[src/core/pwr_save_pkg.sv]
// shared types and constants for the display power save control block
package pwr_save_pkg;

    // ********************************************************
    // register map of the power save and usb control words
    // ********************************************************
    localparam logic [15:0] PWR_CTRL_OFFSET = 16'h0014;
    localparam logic [15:0] USB_CTRL_OFFSET = 16'h4000;
    localparam int PSAVE_EN_BIT = 4;
    localparam int MC_STATUS_BIT = 6;
    localparam int USB_GATE_BIT = 7;
    localparam logic PSAVE_EN_RESET = 1'b1;
    localparam logic USB_GATE_RESET = 1'b0;

    // ********************************************************
    // timing and widths
    // ********************************************************
    localparam int CLK_PERIOD_NS = 8;
    localparam int MC_WAKE_NS = 16;
    localparam int MC_WAKE_CYCLES = (MC_WAKE_NS + CLK_PERIOD_NS - 1) / CLK_PERIOD_NS;
    localparam int LCD_WIDTH = 18;
    localparam int GPIO_WIDTH = 8;
    localparam int WAKE_CNT_W = 4;

    // host buffer access request
    typedef struct packed {
        logic valid;
        logic write;
    } buf_req_t;

    // memory controller power states
    typedef enum logic [1:0] {
        MC_OFF,
        MC_WAKING,
        MC_ON
    } mc_state_t;

endpackage

[src/core/display_power_save_control.sv]
// top of the display power save control block
module display_power_save_control #(
    parameter int LCD_W = pwr_save_pkg::LCD_WIDTH,
    parameter int GPIO_W = pwr_save_pkg::GPIO_WIDTH
) (
    // clock and reset
    input wire logic ref_clk_i,
    input wire logic rst_n_i,
    // register access port from the host interface
    input wire logic reg_wr_i,
    input wire logic [15:0] reg_addr_i,
    input wire logic [7:0] reg_wdata_i,
    input wire logic reg_rd_i,
    input wire logic lut_access_i,
    // host display buffer access
    input wire pwr_save_pkg::buf_req_t buf_req_i,
    // display pipeline in
    input wire logic refresh_req_i,
    input wire logic [LCD_W-1:0] lcd_data_i,
    input wire logic panel_ctrl_i,
    input wire logic pwm_clk_i,
    input wire logic [GPIO_W-1:0] gpio_out_i,
    // register read back
    output logic [7:0] reg_rdata_o,
    output logic reg_ack_o,
    // display buffer side
    output logic buf_grant_o,
    output logic refresh_req_o,
    // panel side
    output logic [LCD_W-1:0] lcd_data_o,
    output logic panel_ctrl_o,
    output logic pwm_clock_out_o,
    output logic [GPIO_W-1:0] gpio_out_o,
    // usb and status
    output logic usb_clock_gate_o,
    output logic psave_o,
    output logic mc_down_o
);

    // ********************************************************
    // registered state
    // ********************************************************
    // every output except buf_grant_o and mc_down_o is one field of this word
    typedef struct packed {
        logic psave;
        logic usb_gate;
        logic [7:0] rdata;
        logic ack;
        logic refresh;
        logic [LCD_W-1:0] lcd;
        logic panel;
        logic pwm;
        logic [GPIO_W-1:0] gpio;
    } top_regs_t;

    top_regs_t state_reg;
    top_regs_t state_next;
    logic mc_grant;
    logic mc_down;
    logic ctrl_wr;
    logic usb_wr;
    logic ctrl_rd;
    logic usb_rd;
    logic panel_quiet;
    logic [LCD_W-1:0] lcd_gated;

    // reset image: power save set so nothing refreshes before software is ready,
    // and the panel outputs parked low
    localparam top_regs_t RESET_IMAGE = '{
        psave: pwr_save_pkg::PSAVE_EN_RESET,
        usb_gate: pwr_save_pkg::USB_GATE_RESET,
        rdata: 8'h00,
        ack: 1'b0,
        refresh: 1'b0,
        lcd: '0,
        panel: 1'b0,
        pwm: 1'b0,
        gpio: '0
    };

    // ********************************************************
    // address decode and readback helpers
    // ********************************************************
    // host addresses the power save control word
    function automatic logic hit_ctrl(input logic [15:0] addr);
        return addr == pwr_save_pkg::PWR_CTRL_OFFSET;
    endfunction

    // host addresses the usb control word
    function automatic logic hit_usb(input logic [15:0] addr);
        return addr == pwr_save_pkg::USB_CTRL_OFFSET;
    endfunction

    // control word image; undefined bits read as zero
    function automatic logic [7:0] ctrl_byte(input logic psave, input logic down);
        logic [7:0] b;
        b = 8'h00;
        b[pwr_save_pkg::PSAVE_EN_BIT] = psave;
        b[pwr_save_pkg::MC_STATUS_BIT] = down;
        return b;
    endfunction

    // usb control word image; only the clock gate is held here
    function automatic logic [7:0] usb_byte(input logic gate);
        logic [7:0] b;
        b = 8'h00;
        b[pwr_save_pkg::USB_GATE_BIT] = gate;
        return b;
    endfunction

    // decoded strobes, shared by the update and the readback paths
    assign ctrl_wr = reg_wr_i && hit_ctrl(reg_addr_i);
    assign usb_wr = reg_wr_i && hit_usb(reg_addr_i);
    assign ctrl_rd = reg_rd_i && hit_ctrl(reg_addr_i);
    assign usb_rd = reg_rd_i && hit_usb(reg_addr_i);

    // ********************************************************
    // lcd data gating
    // ********************************************************
    // one quiet flag for the whole panel path keeps every output in step
    assign panel_quiet = state_reg.psave;
    // every data line parks low on its own, so a narrow panel bus is covered too;
    // the cost is one gate per line instead of a shared mux
    for (genvar i = 0; i < LCD_W; i++) begin : g_lcd_gate
        assign lcd_gated[i] = lcd_data_i[i] & ~panel_quiet;
    end

    // ********************************************************
    // memory controller power
    // ********************************************************
    // the controller sees the registered bit, so it moves on the same edge
    // as the panel gating; host buffer requests go straight in and the
    // grant comes back registered
    mc_power_ctrl #(
        .WAKE_CYCLES(pwr_save_pkg::MC_WAKE_CYCLES)
    ) u_mc (
        .ref_clk_i(ref_clk_i),
        .rst_n_i(rst_n_i),
        .psave_i(state_reg.psave),
        .req_i(buf_req_i),
        .grant_o(mc_grant),
        .mc_down_o(mc_down)
    );

    // ********************************************************
    // control word, gating and readback
    // ********************************************************
    always_comb begin
        state_next = state_reg;
        // psave and usb_gate hold unless a write below changes them; every other field is reloaded each cycle
        // control writes, accepted in any mode
        if (ctrl_wr) begin
            state_next.psave = reg_wdata_i[pwr_save_pkg::PSAVE_EN_BIT];
        end
        // the usb gate follows only its own word, never the power save bit
        if (usb_wr) begin
            state_next.usb_gate = reg_wdata_i[pwr_save_pkg::USB_GATE_BIT];
        end

        // every access is acknowledged next cycle whatever the mode
        state_next.ack = reg_rd_i || reg_wr_i || lut_access_i;
        // readback; the status bit is taken live from the controller
        state_next.rdata = 8'h00;
        if (ctrl_rd) begin
            state_next.rdata = ctrl_byte(state_reg.psave, mc_down);
        end
        if (usb_rd) begin
            state_next.rdata = usb_byte(state_reg.usb_gate);
        end

        // panel path is forced quiet while power save is set
        state_next.refresh = refresh_req_i && !panel_quiet;
        state_next.lcd = lcd_gated;
        state_next.panel = panel_ctrl_i && !panel_quiet;
        state_next.pwm = pwm_clk_i && !panel_quiet;

        // gpio is never gated so the host keeps control
        state_next.gpio = gpio_out_i;
    end

    // ********************************************************
    // state register
    // ********************************************************
    // reset lands in power save; refresh waits until software clears the bit
    always_ff @(posedge ref_clk_i or negedge rst_n_i) begin
        if (!rst_n_i) begin
            state_reg <= RESET_IMAGE;
        end else begin
            state_reg <= state_next;
        end
    end

    // ********************************************************
    // outputs, all straight from flip-flops
    // ********************************************************
    // host side; grant and status are registered inside the controller
    assign reg_rdata_o = state_reg.rdata;
    assign reg_ack_o = state_reg.ack;
    assign buf_grant_o = mc_grant;
    // panel side
    assign refresh_req_o = state_reg.refresh;
    assign lcd_data_o = state_reg.lcd;
    assign panel_ctrl_o = state_reg.panel;
    assign pwm_clock_out_o = state_reg.pwm;
    assign gpio_out_o = state_reg.gpio;
    // usb and status
    assign usb_clock_gate_o = state_reg.usb_gate;
    assign psave_o = state_reg.psave;
    assign mc_down_o = mc_down;

endmodule

[src/core/mc_power_ctrl.sv]
// memory controller power gating with on-demand wake for host accesses
module mc_power_ctrl #(
    parameter int WAKE_CYCLES = pwr_save_pkg::MC_WAKE_CYCLES
) (
    // clock and reset
    input wire logic ref_clk_i,
    input wire logic rst_n_i,
    // control
    input wire logic psave_i,
    input wire pwr_save_pkg::buf_req_t req_i,
    // status
    output logic grant_o,
    output logic mc_down_o
);

    typedef struct packed {
        pwr_save_pkg::mc_state_t st;
        logic [pwr_save_pkg::WAKE_CNT_W-1:0] cnt;
        logic grant;
        logic down;
    } mc_regs_t;

    mc_regs_t state_reg;
    mc_regs_t state_next;

    // last count of the wake wait, cut to the counter width on purpose
    localparam logic [pwr_save_pkg::WAKE_CNT_W-1:0] WAKE_CNT_LAST =
        pwr_save_pkg::WAKE_CNT_W'(WAKE_CYCLES - 1);

    // ********************************************************
    // wake on demand or when power save clears; once on, drop back whenever no request is pending while power save is set
    // ********************************************************
    always_comb begin
        state_next = state_reg;
        state_next.grant = 1'b0;
        case (state_reg.st)
            pwr_save_pkg::MC_OFF: begin
                if (!psave_i || req_i.valid) begin
                    state_next.st = pwr_save_pkg::MC_WAKING;
                    state_next.cnt = '0;
                end
            end
            pwr_save_pkg::MC_WAKING: begin
                state_next.down = 1'b0;
                if (state_reg.cnt == WAKE_CNT_LAST) begin
                    state_next.st = pwr_save_pkg::MC_ON;
                end else begin
                    state_next.cnt = state_reg.cnt + 1'b1;
                end
            end
            pwr_save_pkg::MC_ON: begin
                state_next.grant = req_i.valid;
                // powering down only between accesses avoids cutting one short
                if (psave_i && !req_i.valid) begin
                    state_next.st = pwr_save_pkg::MC_OFF;
                    state_next.down = 1'b1;
                end
            end
            default: begin
                state_next.st = pwr_save_pkg::MC_OFF;
                state_next.down = 1'b1;
            end
        endcase
    end

    // state register, powered down after reset
    always_ff @(posedge ref_clk_i or negedge rst_n_i) begin
        if (!rst_n_i) begin
            state_reg <= '{st: pwr_save_pkg::MC_OFF, cnt: '0, grant: 1'b0, down: 1'b1};
        end else begin
            state_reg <= state_next;
        end
    end

    assign grant_o = state_reg.grant;
    assign mc_down_o = state_reg.down;

endmodule

[config.mk]
export PLATFORM = sky130hd
export DESIGN_NAME = display_power_save_control
export DESIGN_NICKNAME = d
export VERILOG_FILES = /design/src/core/pwr_save_pkg.sv /design/src/core/display_power_save_control.sv /design/src/core/mc_power_ctrl.sv
export SDC_FILE = /design/constraint.sdc
export NUM_CORES = 1
export LEC_CHECK = 0
export BUFFER_PORTS_ARGS = -buffer_cell sky130_fd_sc_hd__buf_2
export CORE_UTILIZATION = 41
export CTS_CLUSTER_DIAMETER = 50
export CTS_CLUSTER_SIZE = 10
export DETAILED_ROUTE_END_ITERATION = 10
export PLACE_DENSITY = 0.86
export SYNTH_ARGS = -nofsm -noshare
export SYNTH_HDL_FRONTEND = slang
export SYNTH_SLANG_ARGS = --single-unit
[constraint.sdc]
create_clock -name ref_clk_i -period 1.7 [get_ports ref_clk_i]
set_input_delay 0.085 -clock ref_clk_i [delete_from_list [all_inputs] [get_ports ref_clk_i]]
set_output_delay 0.085 -clock ref_clk_i [all_outputs]
set_load 0.02 [all_outputs]
# == Word-level counts from Yosys, hierarchy flattened ==
# Index checks and enable logic that the tools add are counted.
# totals
regBits,48
in_bits,60
output_inout_bits,42
# op_classes
add_sub_neg,1
reduce_logical,18
n_eq_ne,9
mux,11
bitwise,20
# ops
op,n
$and 1x1->1,18
$eq 16x15->1 const B,1
$eq 16x5->1 const B,1
$logic_and 1x1->1,8
$mux 8,1
$pmux 4 s2,1
$mux 7,1
$mux 6,1
$ne 2x1->1 const B,3
$pmux 2 s3,1
$reduce_and 3->1,2
$add 4x1->4 const B,1
$eq 4x1->1 const B,1
$mux 2,2
$mux 4,1
$logic_or 1x1->1,3
$pmux 1 s3,1
$eq 2x1->1 const B,1
$eq 2x2->1 const B,1
$logic_not 1->1,2
$logic_not 2->1,1
$mux 1,2
$ne 2x2->1 const B,1
$not 1->1,2
2 further kinds,2

# == Longest topological paths before layout ==
# logic_depth
ltp_word,4
mapped_depth,6

# == Cells and area by module ==
# A second synthesis with hierarchy kept.
# unflattened
cells_unflattened,123
area_unflattened_um2,1614.0
# by_module_without_submodules
module,seq_area_each_um2,cells_per_inst,area_each_um2,instances
display_power_save_control,877.1,86,1209.9,1
mc_power_ctrl,201.4,37,404.1,1

# == Least setup slack after synthesis ==
# OpenSTA, ideal clock, no wires.
# synth_timing
path_kind,input -> register
startpoint,input port reg_addr_i[1]
endpoint,register state_reg (netlist bit usb_clock_gate_o)
setup_time_ps,128
t_arrival_ps,1297
t_required_ps,1572
slack_ps,275
stages,4
path_cell_list,or4_1 > nor4bb_1 > nand4b_1 > mux2_1
# synth_between
elab_chain_len,2
# synth_lines
element,line_no,text
from (decl),display_power_save_control.sv:11,"input wire logic [15:0] reg_addr_i,"
$eq 16x15->1,display_power_save_control.sv:91,return addr == pwr_save_pkg::USB_CTRL_OFFSET;
$logic_and 1x1->1,display_power_save_control.sv:113,assign usb_wr = reg_wr_i && hit_usb(reg_addr_i);
to (signal assigned),display_power_save_control.sv:189,state_reg <= state_next;
to (decl),display_power_save_control.sv:56,top_regs_t state_reg;
# Every way passes these cells.
# A chain may end at the register's enable or synchronous reset.

# == Final worst setup path ==
# layout_timing
startpoint,register u_mc.state_reg[2] (netlist name)
endpoint,register u_mc.state_reg[3] (netlist name)
# layout_between
elab_chain_len,3
word_cells_on_any_way,6
classes_between,add/sub (1); eq/ne (2); mux (2); reduce/logical (1)
# layout_lines
element,line_no,text
from (decl),mc_power_ctrl.sv:23,mc_regs_t state_reg;
from (signal assigned),mc_power_ctrl.sv:69,"state_reg <= '{st: pwr_save_pkg::MC_OFF, cnt: '0, grant: 1'b0, down: 1'b1};"
from (signal assigned),mc_power_ctrl.sv:71,state_reg <= state_next;
$add 4x1->4 or $eq 4x1->1 (tied branches),"mc_power_ctrl.sv:48, mc_power_ctrl.sv:45",
$mux 4 or $ne 2x2->1 (tied branches),n/a,
$pmux 4 s2 or $reduce_and 3->1 (tied branches),n/a,
# Parallel ways exist; a longest one is shown, timed or not. The select of a mux whose other input is x is not followed.

==> flow_metrics.tcl <==
set metrics [dict create \
    n_antenna_cell 0 \
    finalSetupViolations 0 \
    reg2reg_from "u_mc.state_reg[2]" \
    slowest_delay_ns 0.43 \
    outcome "completed" \
    chipWidth_um 64.1 \
    skew_ns 0.00530 \
    grt_max_degree 44 \
    path_buf_inv 0 \
    gp_congestion 0.792 \
    drive_above_1_share 0.459 \
    cpLargestDelayFamily "flip-flops" \
    htree_levels 2 \
    post_cts_buffers 0 \
    ir_worst_vdd_mv 0.563 \
    yosysSeqAreaShare 0.682 \
    synth_seq_cells 43 \
    syn-cell-area_um2 1580 \
    hp-start "lcd_data_i[1]" \
    wl_per_cell_um 11.8 \
    end_kind "flip-flop" \
    rsz0062_at_grt "false" \
    cellPowerDensity_nw_per_um2 1150 \
    cts_resized 0 \
    cts_buffer_depth 2 \
    worstHoldPathType "in -> reg" \
    drt_pass1_iterations 4 \
    timing.fmax_mhz 642 \
    slew_headroom 0.654 \
    syn_area_per_cell_um2 13.0 \
    portBuffers 89 \
    grtUsageTotal 0.178 \
    critical_path_class "reg -> reg" \
    final_common_cell "buf_2" \
    grt_overflow 0 \
    path_cells "ha_1, nor3b_1, mux2_2, nor2_1, o22ai_1" \
    r2r_cells 5 \
    place_hpwl_um 2330 \
    maxSlewViolCount 0 \
    postCtsHoldBufs 10 \
    cp_data_arrival_time_ns 1.72 \
    r2r-end "u_mc.state_reg[3]" \
    synth_area_leader_cell "dfrtp_1" \
    nets 290 \
    holdWs_ns 0.0175 \
    areaGrowthSynthToFinish_pct 46.2 \
    core_um2 3690 \
    cts_made_buffers 5 \
    fin_crit_ns 1.56 \
    drt_iter0_drc 66 \
    p_leak_nw 1.18 \
    critPathLaunchType "flip-flop" \
    viasPerCell 4.60 \
    cts-root-buf "clkbuf_8" \
    num_rows 22 \
    yosysTopAreaCellShare 0.649 \
    whs_endpoint "lcd_data_o[1]" \
    hold_viol 0 \
    clk_pin_slew_ns 0.08 \
    crit_fanout 5 \
    cts_tree "done" \
    antenna_found_initial 0 \
    grt_pass1_vias 1274 \
    synth_edf_count 0 \
    largest_reg_flops 18 \
    synth_cell_types 32 \
    yosys-top-cells-area "dfrtp_1 (65%), nor2b_1 (9.1%), dfstp_2 (3.3%)" \
    fillers 286 \
    period_share 0.916 \
    insertion_delay_ns 0.28 \
    pin_count 102 \
    start_util 0.429 \
    cts_num_sinks 43 \
    worstPathRequired_ns 1.86 \
    worstMarginPinSlew_ns 0.519 \
    r2r_slack_ns 0.14 \
    vias 1273 \
    async_flop_share 1.00 \
    whs_path_depth 2 \
    routed_wl_um 3260 \
    syn_inst 122 \
    drc 0 \
    die_h_um 64.1 \
    maxCapViolCount 0 \
    tns_ns 0 \
    synth_ff_type "dfrtp_1" \
    yosysWarnings 0 \
    slowest_stage "dfrtp_1" \
    final_cell_mix "buf_2 (89), dfrtp_1 (41), nor2b_1 (23)" \
    grt_pass1_wl_um 5490 \
    dieArea_um2 4110 \
    route.antenna.remaining_nets 0 \
]
[cell type report]
type	instances	area, um2	share of cell area
Clock buffer	6	72.6	0.0314
Clock inverter	2	60.1	0.0260
Inverter	4	15.0	0.00649
Multi-Input combinational cell	72	458	0.198
Sequential cell	43	1080	0.466
Tap cell	48	60.1	0.0260
Timing Repair Buffer	102	568	0.246
[worst max-delay path by stage]
stage | startpoint | end | slack [ns] | depth (start not counted)
final | u_mc.state_reg[2] | u_mc.state_reg[3] | 0.14 | 5
after global routing | u_mc.state_reg[2] | u_mc.state_reg[3] | 0.07 | 5
after CTS | u_mc.state_reg[2] | u_mc.state_reg[2] | 0.13 | 5
after detailed placement | reg_addr_i[1] | usb_clock_gate_o | 0.09 | 5
after global placement | reg_addr_i[1] | usb_clock_gate_o | 0.11 | 5
after floorplan | reg_addr_i[1] | usb_clock_gate_o | 0.27 | 4
[logic make-up after synthesis]
kind of cell | share of synthesized area
flops | 0.682
simple gates | 0.203
mux | 0.0214
fa+ha+maj | 0.0158
other cells | 0.00237
xor+xnor | 0.00554
compound gates | 0.0316
buf+inv | 0.0380
[stage by stage]
stage	total power, mW	setup WS (ns)	cell area, um2	std cells	utilization
after global placement	1.74	0.114	2080	259	0.564
final	2.65	0.143	2310	277	0.627
after detailed placement	1.76	0.0856	2080	259	0.564
after CTS	2.69	0.134	2310	277	0.627
after global routing	2.82	0.0688	2310	277	0.627
after floorplan	1.55	0.275	1600	126	-
[power by group]
group	switching, mW	leakage [nW]	internal (mW)
Clock	0.310	0.0654	0.587
Combinational	0.283	0.603	0.248
Sequential	0.0820	0.513	1.14
[per-layer routing]
layer	wire length, um	GRT usage	up-vias
li1	-	-	604
met1	1340	0.193	586
met2	1550	0.318	78
met3	322	0.0643	5
met4	53	0.0667	0
met5	0	0	-
[Yosys cell counts (all sizes together) (2+ instances only)]
| cell | number |
|---|---|
| dfrtp | 41 |
| nor2b | 23 |
| nor2 | 8 |
| buf | 5 |
| inv | 4 |
| a21oi | 3 |
| mux2 | 3 |
| o21ai | 3 |
| and2 | 2 |
| clkbuf | 2 |
| dfstp | 2 |
| ha | 2 |
| nand2b | 2 |
| nand4 | 2 |
| nor4 | 2 |
| nor4bb | 2 |
| o22ai | 2 |
| or4 | 2 |
(Power assumes the default switching activity.)
